File: src/common/vsio_params.svh
// Offsets, field positions, reset values and timing counts of the strap front end.
// Assumes a 20 MHz aclk and a 32-bit AXI4-Lite register bus.
`ifndef VSIO_PARAMS_SVH
`define VSIO_PARAMS_SVH
`define VSIO_CLK_HZ 20000000
`define VSIO_WIN_SIZE 16'h0800
`define VSIO_AM_SUPER 6'h2D
`define VSIO_AM_USER 6'h29
`define VSIO_OFF_STRAP 4'h0
`define VSIO_OFF_CTRL 4'h4
`define VSIO_OFF_STAT 4'h8
`define VSIO_CTRL_ID_LSB 0
`define VSIO_CTRL_OVR_BIT 3
`define VSIO_CTRL_DIAG_DONE 4
`define VSIO_CTRL_RESET 32'h00000000
`define VSIO_SCSI_RST_US 25
`define VSIO_SCSI_RST_CYC ((`VSIO_SCSI_RST_US*`VSIO_CLK_HZ+999999)/1000000)
`define VSIO_DIAG_S 15
`define VSIO_DIAG_CYC (`VSIO_DIAG_S*`VSIO_CLK_HZ)
`endif

File: src/common/vsio_pkg.sv
// Types shared by the strap front end.
// Constants live in vsio_params.svh.
package vsio_pkg;
  typedef struct packed {
    logic [15:0] addr;
    logic [5:0] am;
  } vsio_vme_s;
  typedef enum logic [1:0] {
    VSIO_ST_SAMPLE,
    VSIO_ST_RUN,
    VSIO_ST_DIAG,
    VSIO_ST_READY
  } vsio_phase_e;
  typedef struct packed {
    vsio_phase_e phase;
    logic [8:0] prim_sync1;
    logic [8:0] prim_sync2;
    logic [1:0] opt_sync1;
    logic [1:0] opt_sync2;
    logic [8:0] prim;
    logic [1:0] opt;
    logic [31:0] cnt;
    logic [31:0] rst_cnt;
    logic scsi_rst;
    logic sysfail;
    logic sel;
    logic [2:0] scsi_id;
    logic [2:0] host_id;
    logic id_ovr;
    logic diag_done;
    logic awdone;
    logic wdone;
    logic [15:0] awaddr;
    logic [31:0] wdata;
    logic bvalid;
    logic [1:0] bresp;
    logic arvalid_q;
    logic rvalid;
    logic [31:0] rdata;
    logic [1:0] rresp;
  } vsio_state_s;
endpackage

File: src/rtl/vsio_strap_decode.sv
// Strap decode and SYSFAIL sequencing of a VMEbus short I/O slave.
// Assumes switch pins are asynchronous, open pulls high, and AXI4-Lite
// master keeps valid and payload stable until taken.
//
// Local design decisions: the address map and the AXI4-Lite interface to the registers.
`timescale 1ns/10ps
`include "vsio_params.svh"
module vsio_strap_decode #(
  parameter logic [31:0] DIAG_CYCLES = `VSIO_DIAG_CYC,
  parameter logic HAS_OPTION_BLOCK = 1'b1
) (
  input wire logic aclk,
  input wire logic aresetn,
  input wire logic clk_en,
  input wire logic [8:0] primary_switch_block,
  input wire logic [1:0] option_switch_block,
  input wire vsio_pkg::vsio_vme_s vme_req,
  input wire logic [3:0] s_axi_awaddr,
  input wire logic s_axi_awvalid,
  output logic s_axi_awready,
  input wire logic [31:0] s_axi_wdata,
  input wire logic [3:0] s_axi_wstrb,
  input wire logic s_axi_wvalid,
  output logic s_axi_wready,
  output logic [1:0] s_axi_bresp,
  output logic s_axi_bvalid,
  input wire logic s_axi_bready,
  input wire logic [3:0] s_axi_araddr,
  input wire logic s_axi_arvalid,
  output logic s_axi_arready,
  output logic [31:0] s_axi_rdata,
  output logic [1:0] s_axi_rresp,
  output logic s_axi_rvalid,
  input wire logic s_axi_rready,
  output logic win_sel,
  output logic [2:0] scsi_id,
  output logic scsi_bus_reset,
  output logic sysfail_n
);
  localparam logic [31:0] RST_CYC = 32'(`VSIO_SCSI_RST_CYC);

  vsio_pkg::vsio_state_s st;
  vsio_pkg::vsio_state_s next_st;

  // Window hit from sampled straps and current VME address
  function automatic logic win_hit(input logic [8:0] sw,
                                   input vsio_pkg::vsio_vme_s rq);
    logic am_ok;
    am_ok = (rq.am == `VSIO_AM_SUPER) ||
            (sw[8] && rq.am == `VSIO_AM_USER);
    win_hit = am_ok && (rq.addr[15:11] == sw[7:3]);
  endfunction

  function automatic logic [31:0] rd_mux(input vsio_pkg::vsio_state_s s,
                                         input logic [3:0] a);
    case (a)
      `VSIO_OFF_STRAP: rd_mux = {21'h000000, s.opt, s.prim};
      `VSIO_OFF_CTRL: rd_mux = {27'h0000000, s.diag_done, s.id_ovr,
                                s.host_id};
      // Id kept whole so no field overlaps another
      `VSIO_OFF_STAT: rd_mux = {25'h0000000, s.phase, s.sysfail,
                                s.scsi_rst, s.scsi_id};
      default: rd_mux = 32'h00000000;
    endcase
  endfunction

  always_comb
  begin
    next_st = st;
    // Two flops before any logic reads the pins
    next_st.prim_sync1 = primary_switch_block;
    next_st.prim_sync2 = st.prim_sync1;
    next_st.opt_sync1 = option_switch_block;
    next_st.opt_sync2 = st.opt_sync1;
    // Pins read as-is: open pulls high, so open gives 1
    case (st.phase)
      vsio_pkg::VSIO_ST_SAMPLE:
      begin
        // Waits for synchroniser to fill after release
        if (st.cnt == 32'h00000002)
        begin
          next_st.prim = st.prim_sync2;
          next_st.opt = HAS_OPTION_BLOCK ? st.opt_sync2 : 2'h0;
          next_st.scsi_rst = !HAS_OPTION_BLOCK || !st.opt_sync2[0];
          next_st.rst_cnt = 32'h00000000;
          next_st.cnt = 32'h00000000;
          next_st.phase = vsio_pkg::VSIO_ST_RUN;
        end
        else
        begin
          next_st.cnt = st.cnt + 32'h00000001;
        end
      end
      vsio_pkg::VSIO_ST_RUN:
      begin
        if (!HAS_OPTION_BLOCK || st.opt[1])
        begin
          next_st.phase = HAS_OPTION_BLOCK ? vsio_pkg::VSIO_ST_DIAG
                                           : vsio_pkg::VSIO_ST_READY;
          next_st.sysfail = HAS_OPTION_BLOCK;
        end
        else
        begin
          next_st.sysfail = 1'b0;
          next_st.phase = vsio_pkg::VSIO_ST_READY;
        end
      end
      vsio_pkg::VSIO_ST_DIAG:
      begin
        // Diagnostics end on timeout or on firmware completion flag
        next_st.cnt = st.cnt + 32'h00000001;
        if (st.cnt >= DIAG_CYCLES - 32'h00000001 || st.diag_done)
        begin
          next_st.sysfail = 1'b0;
          next_st.phase = vsio_pkg::VSIO_ST_READY;
        end
      end
      vsio_pkg::VSIO_ST_READY:
      begin
        next_st.sysfail = 1'b0;
      end
      default:
      begin
        next_st.phase = vsio_pkg::VSIO_ST_SAMPLE;
      end
    endcase
    // Fixed-width SCSI reset pulse after sampling
    if (st.scsi_rst)
    begin
      next_st.rst_cnt = st.rst_cnt + 32'h00000001;
      if (st.rst_cnt >= RST_CYC - 32'h00000001)
      begin
        next_st.scsi_rst = 1'b0;
      end
    end
    next_st.sel = (st.phase != vsio_pkg::VSIO_ST_SAMPLE) &&
                  win_hit(st.prim, vme_req);
    next_st.scsi_id = st.id_ovr ? st.host_id : st.prim[2:0];
    // Write channel: address and data in either order
    if (s_axi_awvalid && !st.awdone)
    begin
      next_st.awdone = 1'b1;
      next_st.awaddr = {12'h000, s_axi_awaddr};
    end
    if (s_axi_wvalid && !st.wdone)
    begin
      next_st.wdone = 1'b1;
      next_st.wdata = s_axi_wdata;
    end
    if (st.awdone && st.wdone && !st.bvalid)
    begin
      next_st.bvalid = 1'b1;
      next_st.bresp = 2'h0;
      if (st.awaddr[3:0] == `VSIO_OFF_CTRL)
      begin
        if (s_axi_wstrb[0])
        begin
          next_st.host_id = st.wdata[`VSIO_CTRL_ID_LSB +: 3];
          next_st.id_ovr = st.wdata[`VSIO_CTRL_OVR_BIT];
          next_st.diag_done = st.wdata[`VSIO_CTRL_DIAG_DONE];
        end
      end
      else if (st.awaddr[3:0] != `VSIO_OFF_STRAP &&
               st.awaddr[3:0] != `VSIO_OFF_STAT)
      begin
        next_st.bresp = 2'h2;
      end
    end
    if (st.bvalid && s_axi_bready)
    begin
      next_st.bvalid = 1'b0;
      next_st.awdone = 1'b0;
      next_st.wdone = 1'b0;
    end
    // Read channel
    next_st.arvalid_q = 1'b0;
    if (s_axi_arvalid && !st.rvalid && !st.arvalid_q)
    begin
      next_st.arvalid_q = 1'b1;
      next_st.rvalid = 1'b1;
      next_st.rdata = rd_mux(st, s_axi_araddr);
      next_st.rresp = (s_axi_araddr == `VSIO_OFF_STRAP ||
                       s_axi_araddr == `VSIO_OFF_CTRL ||
                       s_axi_araddr == `VSIO_OFF_STAT) ? 2'h0 : 2'h2;
    end
    if (st.rvalid && s_axi_rready)
    begin
      next_st.rvalid = 1'b0;
    end
  end

  always_ff @(posedge aclk)
  begin
    if (!aresetn)
    begin
      st <= '0;
      st.sysfail <= 1'b1;
    end
    else if (clk_en)
    begin
      st <= next_st;
    end
  end

  always_comb
  begin
    s_axi_awready = !st.awdone;
    s_axi_wready = !st.wdone;
  end
  assign s_axi_bvalid = st.bvalid;
  assign s_axi_bresp = st.bresp;
  assign s_axi_arready = st.arvalid_q;
  assign s_axi_rvalid = st.rvalid;
  assign s_axi_rdata = st.rdata;
  assign s_axi_rresp = st.rresp;
  assign win_sel = st.sel;
  assign scsi_id = st.scsi_id;
  assign scsi_bus_reset = st.scsi_rst;
  assign sysfail_n = !st.sysfail;

  // Straps frozen once sampled
  strap_hold_a: assert property (@(posedge aclk) disable iff (!aresetn)
    clk_en && st.phase != vsio_pkg::VSIO_ST_SAMPLE |=>
    $stable(st.prim)) else $error("straps changed after sampling");
  id_select_a: assert property (@(posedge aclk) disable iff (!aresetn)
    clk_en |=> scsi_id == ($past(st.id_ovr) ? $past(st.host_id)
    : $past(st.prim[2:0]))) else $error("scsi id wrong");
  am_filter_a: assert property (@(posedge aclk) disable iff (!aresetn)
    clk_en && !st.prim[8] && vme_req.am == `VSIO_AM_USER |=>
    !win_sel) else $error("user modifier accepted");
  addr_match_a: assert property (@(posedge aclk) disable iff (!aresetn)
    clk_en && win_sel |-> $past(vme_req.addr[15:11]) == st.prim[7:3])
    else $error("window hit on wrong base");
  fast_release_a: assert property (@(posedge aclk) disable iff (!aresetn)
    clk_en && st.phase == vsio_pkg::VSIO_ST_RUN && HAS_OPTION_BLOCK &&
    !st.opt[1] |=> sysfail_n) else $error("sysfail held");
  diag_hold_a: assert property (@(posedge aclk) disable iff (!aresetn)
    st.phase == vsio_pkg::VSIO_ST_DIAG |-> !sysfail_n)
    else $error("sysfail released in diag");
  rst_pulse_a: assert property (@(posedge aclk) disable iff (!aresetn)
    $rose(scsi_bus_reset) |-> !HAS_OPTION_BLOCK || !st.opt[0])
    else $error("unwanted scsi reset");
  always_rst_a: assert property (@(posedge aclk) disable iff (!aresetn)
    clk_en && !HAS_OPTION_BLOCK && st.phase == vsio_pkg::VSIO_ST_SAMPLE
    && st.cnt == 32'h00000002 |=> scsi_bus_reset)
    else $error("no reset without option block");
  no_diag_a: assert property (@(posedge aclk) disable iff (!aresetn)
    !HAS_OPTION_BLOCK |-> st.phase != vsio_pkg::VSIO_ST_DIAG)
    else $error("diag without option block");

  // Decode is dead until the straps are sampled
  sel_gated_a: assert property (@(posedge aclk) disable iff (!aresetn)
    clk_en && st.phase == vsio_pkg::VSIO_ST_SAMPLE |=>
    !win_sel)
    else $error("window selected before sampling");

  opt_hold_a: assert property (@(posedge aclk) disable iff (!aresetn)
    clk_en && st.phase != vsio_pkg::VSIO_ST_SAMPLE |=>
    $stable(st.opt))
    else $error("option straps changed");

  addr_miss_a: assert property (@(posedge aclk) disable iff (!aresetn)
    clk_en && vme_req.addr[15:11] != st.prim[7:3] |=>
    !win_sel)
    else $error("window hit outside base");

  super_accept_a: assert property (@(posedge aclk) disable iff (!aresetn)
    clk_en && st.phase != vsio_pkg::VSIO_ST_SAMPLE &&
    vme_req.am == `VSIO_AM_SUPER &&
    vme_req.addr[15:11] == st.prim[7:3] |=> win_sel)
    else $error("supervisor access missed");

  user_accept_a: assert property (@(posedge aclk) disable iff (!aresetn)
    clk_en && st.phase != vsio_pkg::VSIO_ST_SAMPLE && st.prim[8] &&
    vme_req.am == `VSIO_AM_USER &&
    vme_req.addr[15:11] == st.prim[7:3] |=> win_sel)
    else $error("user access missed");

  // Identifier source follows the override flag
  sw_apply_a: assert property (@(posedge aclk) disable iff (!aresetn)
    clk_en && !st.id_ovr |=>
    scsi_id == $past(st.prim[2:0]))
    else $error("switch id not used");

  ovr_apply_a: assert property (@(posedge aclk) disable iff (!aresetn)
    clk_en && st.id_ovr |=>
    scsi_id == $past(st.host_id))
    else $error("host id not used");

  host_write_a: assert property (@(posedge aclk) disable iff (!aresetn)
    clk_en && st.awdone && st.wdone && !st.bvalid &&
    st.awaddr[3:0] == `VSIO_OFF_CTRL && s_axi_wstrb[0] |=>
    st.host_id == $past(st.wdata[2:0]))
    else $error("host id not stored");

  // Pulse width bounded by its own counter
  rst_width_a: assert property (@(posedge aclk) disable iff (!aresetn)
    scsi_bus_reset |-> st.rst_cnt < RST_CYC)
    else $error("scsi reset too long");

  rst_end_a: assert property (@(posedge aclk) disable iff (!aresetn)
    $fell(scsi_bus_reset) |->
    $past(st.rst_cnt) == RST_CYC - 32'h00000001)
    else $error("scsi reset too short");

  no_rst_a: assert property (@(posedge aclk) disable iff (!aresetn)
    clk_en && HAS_OPTION_BLOCK && st.phase == vsio_pkg::VSIO_ST_SAMPLE
    && st.cnt == 32'h00000002 && st.opt_sync2[0] |=>
    !scsi_bus_reset)
    else $error("scsi reset with switch open");

  diag_entry_a: assert property (@(posedge aclk) disable iff (!aresetn)
    clk_en && HAS_OPTION_BLOCK && st.phase == vsio_pkg::VSIO_ST_RUN &&
    st.opt[1] |=> st.phase == vsio_pkg::VSIO_ST_DIAG && !sysfail_n)
    else $error("diagnostics skipped");

  diag_bound_a: assert property (@(posedge aclk) disable iff (!aresetn)
    st.phase == vsio_pkg::VSIO_ST_DIAG |-> st.cnt < DIAG_CYCLES)
    else $error("diagnostics overran");

  ready_free_a: assert property (@(posedge aclk) disable iff (!aresetn)
    st.phase == vsio_pkg::VSIO_ST_READY |-> sysfail_n)
    else $error("sysfail held when ready");

  rst_cov: cover property (@(posedge aclk) disable iff (!aresetn)
    $fell(scsi_bus_reset));
  user_cov: cover property (@(posedge aclk) disable iff (!aresetn)
    win_sel && $past(vme_req.am) == `VSIO_AM_USER);
  win_cov: cover property (@(posedge aclk) disable iff (!aresetn)
    win_sel);
  ovr_cov: cover property (@(posedge aclk) disable iff (!aresetn)
    st.id_ovr && scsi_id == st.host_id);
  diag_cov: cover property (@(posedge aclk) disable iff (!aresetn)
    st.phase == vsio_pkg::VSIO_ST_DIAG ##1
    st.phase == vsio_pkg::VSIO_ST_READY);
endmodule // vsio_strap_decode

File: config.mk
export PLATFORM = sky130hd
export DESIGN_NAME = vsio_strap_decode
export DESIGN_NICKNAME = d
export VERILOG_FILES = /design/src/common/vsio_pkg.sv /design/src/rtl/vsio_strap_decode.sv
export VERILOG_INCLUDE_DIRS = /design/src /design/src/common
export SDC_FILE = /design/constraint.sdc
export NUM_CORES = 1
export LEC_CHECK = 0
export ABC_AREA = 1
export ABC_CLOCK_PERIOD_IN_PS = 5000
export BUFFER_PORTS_ARGS = -buffer_cell sky130_fd_sc_hd__buf_2
export CORE_MARGIN = 2
export CORE_UTILIZATION = 35
export CTS_BUF_LIST = sky130_fd_sc_hd__clkbuf_4
export DETAILED_ROUTE_END_ITERATION = 16
export GPL_TIMING_DRIVEN = 0
export PLACE_DENSITY = 0.53
export SLEW_MARGIN = 0
export SYNTH_ARGS = -nofsm -noshare
export SYNTH_HDL_FRONTEND = slang
export SYNTH_SLANG_ARGS = --single-unit
File: constraint.sdc
create_clock -name aclk -period 5 [get_ports aclk]
set_input_delay 0.5 -clock aclk [delete_from_list [all_inputs] [get_ports aclk]]
set_output_delay 0.5 -clock aclk [all_outputs]
set_load 0.005 [all_outputs]
# After elaboration in Yosys (flattened, before gate mapping)
# Index checks and enable logic that the tools add are counted.
[totals]
elab_cells = 118
latchBits = 0
n_memories = 0
rom_bits = 0
out_inout_bits = 47
mem_bits_rw = 0
input_bits = 85
reg_bits = 160
[classes]
shift = 0
add_sub_neg = 2
multipliers = 0
magnitude_cmp = 2
eq_ne = 13
div_mod_pow = 0
reduce_logical = 50
n_mux = 25
n_bitwise = 0
[op_table]
columns = ["operator", "count"]
rows = [
  ["two-way mux 33 bit", 3],
  ["adder 32 x 1 -> 32 bit (second input constant)", 2],
  ["one-hot mux 32 bit (2 select lines)", 1],
  ["two-way mux 36 bit", 1],
  ["one-hot mux 11 bit (3 select lines)", 1],
  ["equality test 32 x 2 -> 1 bit (second input constant)", 1],
  [">= comparator 32 x 29 -> 1 bit (second input constant)", 1],
  [">= comparator 32 x 9 -> 1 bit (second input constant)", 1],
  ["two-way mux 32 bit", 1],
  ["AND reduction 2 bit", 9],
  ["nonzero test 2 bit", 8],
  ["equality test 6 bit (second input constant)", 2],
  ["logical AND 1 bit", 12],
  ["two-way mux 2 bit", 6],
  ["AND reduction 3 bit", 3],
  ["equality test 4 x 3 -> 1 bit (second input constant)", 2],
  ["two-way mux 1 bit", 8],
  ["AND reduction 4 bit", 2],
  ["logical NOT 1 bit", 7],
  ["two-way mux 3 bit", 2],
  ["one-hot mux 2 bit (3 select lines)", 1],
  ["nonzero test 3 bit", 2],
  ["equality test 5 bit", 1],
  ["equality test 2 bit (second input constant)", 2],
  ["other kinds (9)", 13],
]

# Longest topological paths before layout
[depth]
depth_word = 6
ltp_mapped = 13
depth_no_buf = 13

# Worst setup path before layout
# No wires, ideal clock.
[synth_timing]
path_type = "reg-to-reg"
start = "register st[197] (netlist name)"
end = "register st[154] (netlist name)"
setup_slack_ns = 3.288
setup_time_ns = 0.128
required_ns = 4.872
synth_period_minus_slack_ns = 1.712
path_stages_with_launch = 11
arrival_ns = 1.584
n_path_buf = 0
path_cell_list = "dfxtp_1 inv_1 ha_1 o21ai_1 nor2_1 nand2_1 nor2_4 nand3_2 nor2_4 or2_1 nor3b_2"
[synth_via]
elab_chain_len = 3
elab_cells_between_ends = 5
cone_classes = "eq/ne (1); mux (1); reduce/logical (3)"
[synth_rtl]
columns = ["item", "line", "source"]
rows = [
  ["start: declaration", "vsio_strap_decode.sv:42", "vsio_pkg::vsio_state_s st;"],
  ["start signal: assignment", "vsio_strap_decode.sv:201", "st <= next_st;"],
  ["equality test 2 bit / logical NOT 2 bit (equally long branches)", "vsio_strap_decode.sv:76", "case (st.phase)"],
  ["nonzero test 2 bit (no line)", "-", ""],
  ["AND reduction 2 bit (no line)", "-", ""],
]
# Parallel ways exist; a longest one is shown, timed or not.
# A chain may end at the register's enable or synchronous reset.

# Worst setup path after layout
# Same ends and word-level chain as after synthesis.

==> qor.yml <==
cts.clk_slew.worst_paths_ns: 0.15
cts.sinks: 137
p_leak_uw: 0.00344
clock_latency_ns: 0.58
cap_violations: 0
fillCellCount: 2320
cp.arrival_ns: 2.63
area_growth_pct: 14.1
wl_um: 20900
grt_pass1_vias: 6637
die_h_um: 150
yosysSeqAreaShare_pct: 36.7
critical_path_class: "reg2reg"
drtIter0Drc: 379
setup_viol: 0
postCtsResizedCells: 0
synth-main-ff-cell: "dfxtp_1"
num_io_pins: 132
synth_area_leaders: "dfxtp_1 37%, nand2_1 12%, nor2_1 10%"
period_share_pct: 43.9
htreeDepth: 4
end_kind: "register"
final_common_cell: "nand2_1"
start_util_pct: 35.6
syn_area_um2: 7480
startpoint_type: "register"
placed_cells: 1493
grt_pass1_wl_um: 33600
dp_slack_ns: 2.64
yosys_register_bits: 137
period_minus_slack_ns: 2.19
cts_setup_buffers: 0
crit_fanout: 5
synth_cell_types: 40
synth-edff-count: 0
ys_async_sr_fraction_pct: 0
hold_violations: 0
finalClockSkew_ns: 0.0295
yosysTopAreaCell: "dfxtp_1"
drtAntennaViolNets: 0
wl_per_cell_um: 13.7
worst_pin_slew_ns: 0.732
dr.pass1.iters: 5
track_usage_pct: 19.1
cts_made_buffers: 17
io_buffer_count: 67
multi_input_area_um2: 3960
cts_hold_buffers: 0
syn_area_per_cell_um2: 6.63
clock_path_buffers: 2
seq_area_um2: 2740
antenna_found_initial: 1
grt-ovfl-total: 0
layout.nets: 1329
min_from: "primary_switch_block[3]"
drc: 0
cts_tree: "built"
whs_ns: 0.126
worstPathRequired_ns: 5.44
layout_common_cells: "238 x nand2_1, 199 x nor2_1, 137 x dfxtp_1"
grt_max_degree: 17
slew_headroom_pct: 50.9
synth_top_area_share_pct: 36.7
die_w_um: 150
cp-startpoint: "st[197]"
core_um2: 21000
setup_slack_ns: 2.81
rows: 53
max-vdd-ir-drop_mv: 0.156
setup_tns_ns: 0
yosys_warnings: 0
hp-class: "in2reg"
place_hpwl_um: 15900
root_buffer: "clkbuf_4"
slew_viol_final: 0
status: "finished clean"
regToRegStartpoint: "st[197]"
fmax_ghz: 0.456
dieArea_um2: 22600
rsz0062_at_grt: "no"
power_density_nw_per_um2: 254
dr_total_vias: 7220
fin_cells: 1527
drive_above_1_share_pct: 15.0
avgViaCountPerCell: 4.73
gp_congestion: 0.915
syn_inst: 1129
## logic make-up (layout without fill, tap and decap cells)
logic type	after synthesis	in the layout	synth area share, %
other cells	1	25	0.0501
buf+inv	181	280	11.5
fa+ha+maj	7	7	1.17
compound gates	156	156	10.7
simple gates	621	621	36.9
flops	137	137	36.7
xor+xnor	26	26	3.04
## worst paths after layout
kind | cells after the start | slack, ns | end
setup reg to reg | 10 | 2.81 | st[154]
setup / recovery | 10 | 2.81 | st[154]
hold reg to reg | 2 | 0.46 | st[168]
hold / removal | 3 | 0.13 | next_st[182]
## synthesized netlist by cell type, drive strengths merged (9+ instances only)
master / n
a21oi: 84
buf: 50
clkbuf: 20
dfxtp: 137
inv: 108
nand2: 243
nand3: 79
nand4: 19
nor2: 219
nor3: 38
nor4: 9
o21ai: 66
xnor2: 9
xor2: 17
## critical path, cell delays in order (launching register included)
cell     delay, ns
dfxtp_1       0.40
inv_1         0.13
ha_1          0.28
o21ai_1       0.30
nor2_1        0.13
nand2_1       0.21
nor2_4        0.07
nand3_2       0.12
nor2_4        0.06
or2_1         0.20
nor3b_2       0.15
## stage by stage
stage	total power (uW)	area [um2]	util [%]
3_3_place_gp	1410	8240	39.2
5_1_grt	2270	8530	40.6
2_1_floorplan	1330	7560	-
3_5_place_dp	1410	8240	39.2
6_report	2160	8530	40.6
4_1_cts	2190	8530	40.6
## report_power, final
group | switching [uW] | internal [uW]
clock | 501 | 274
combinational | 156 | 85.5
sequential | 22.2 | 1130
total | 679 | 1490
## sequential cells by signal, summed over array words and instances, names as in the netlist
register	flops
s_axi_rvalid	1
next_st	11
s_axi_rdata	11
scsi_bus_reset	1
win_sel	1
s_axi_arready	1
s_axi_rresp	1
s_axi_bresp	1
scsi_id	3
s_axi_bvalid	1
st	105
## final cells by class
type                       count  area share (%)
antenna                        2          0.0586
buffer                        70            5.18
clock buffer                  18            1.58
clock inverter                14            1.76
inverter                     111            4.91
multi-input combinational    833            46.4
sequential                   137            32.1
tap                          275            4.03
timing repair buffer          67            3.93
## routing by layer
metal	GRT usage [%]	routed length [um]	vias up
li1	-	-	3794
met1	25.4	10200	3230
met3	3.97	1060	20
met4	6.32	343	0
met5	0	0	-
met2	30.9	9360	176
Note: power is estimated with default switching activity, not from simulation.
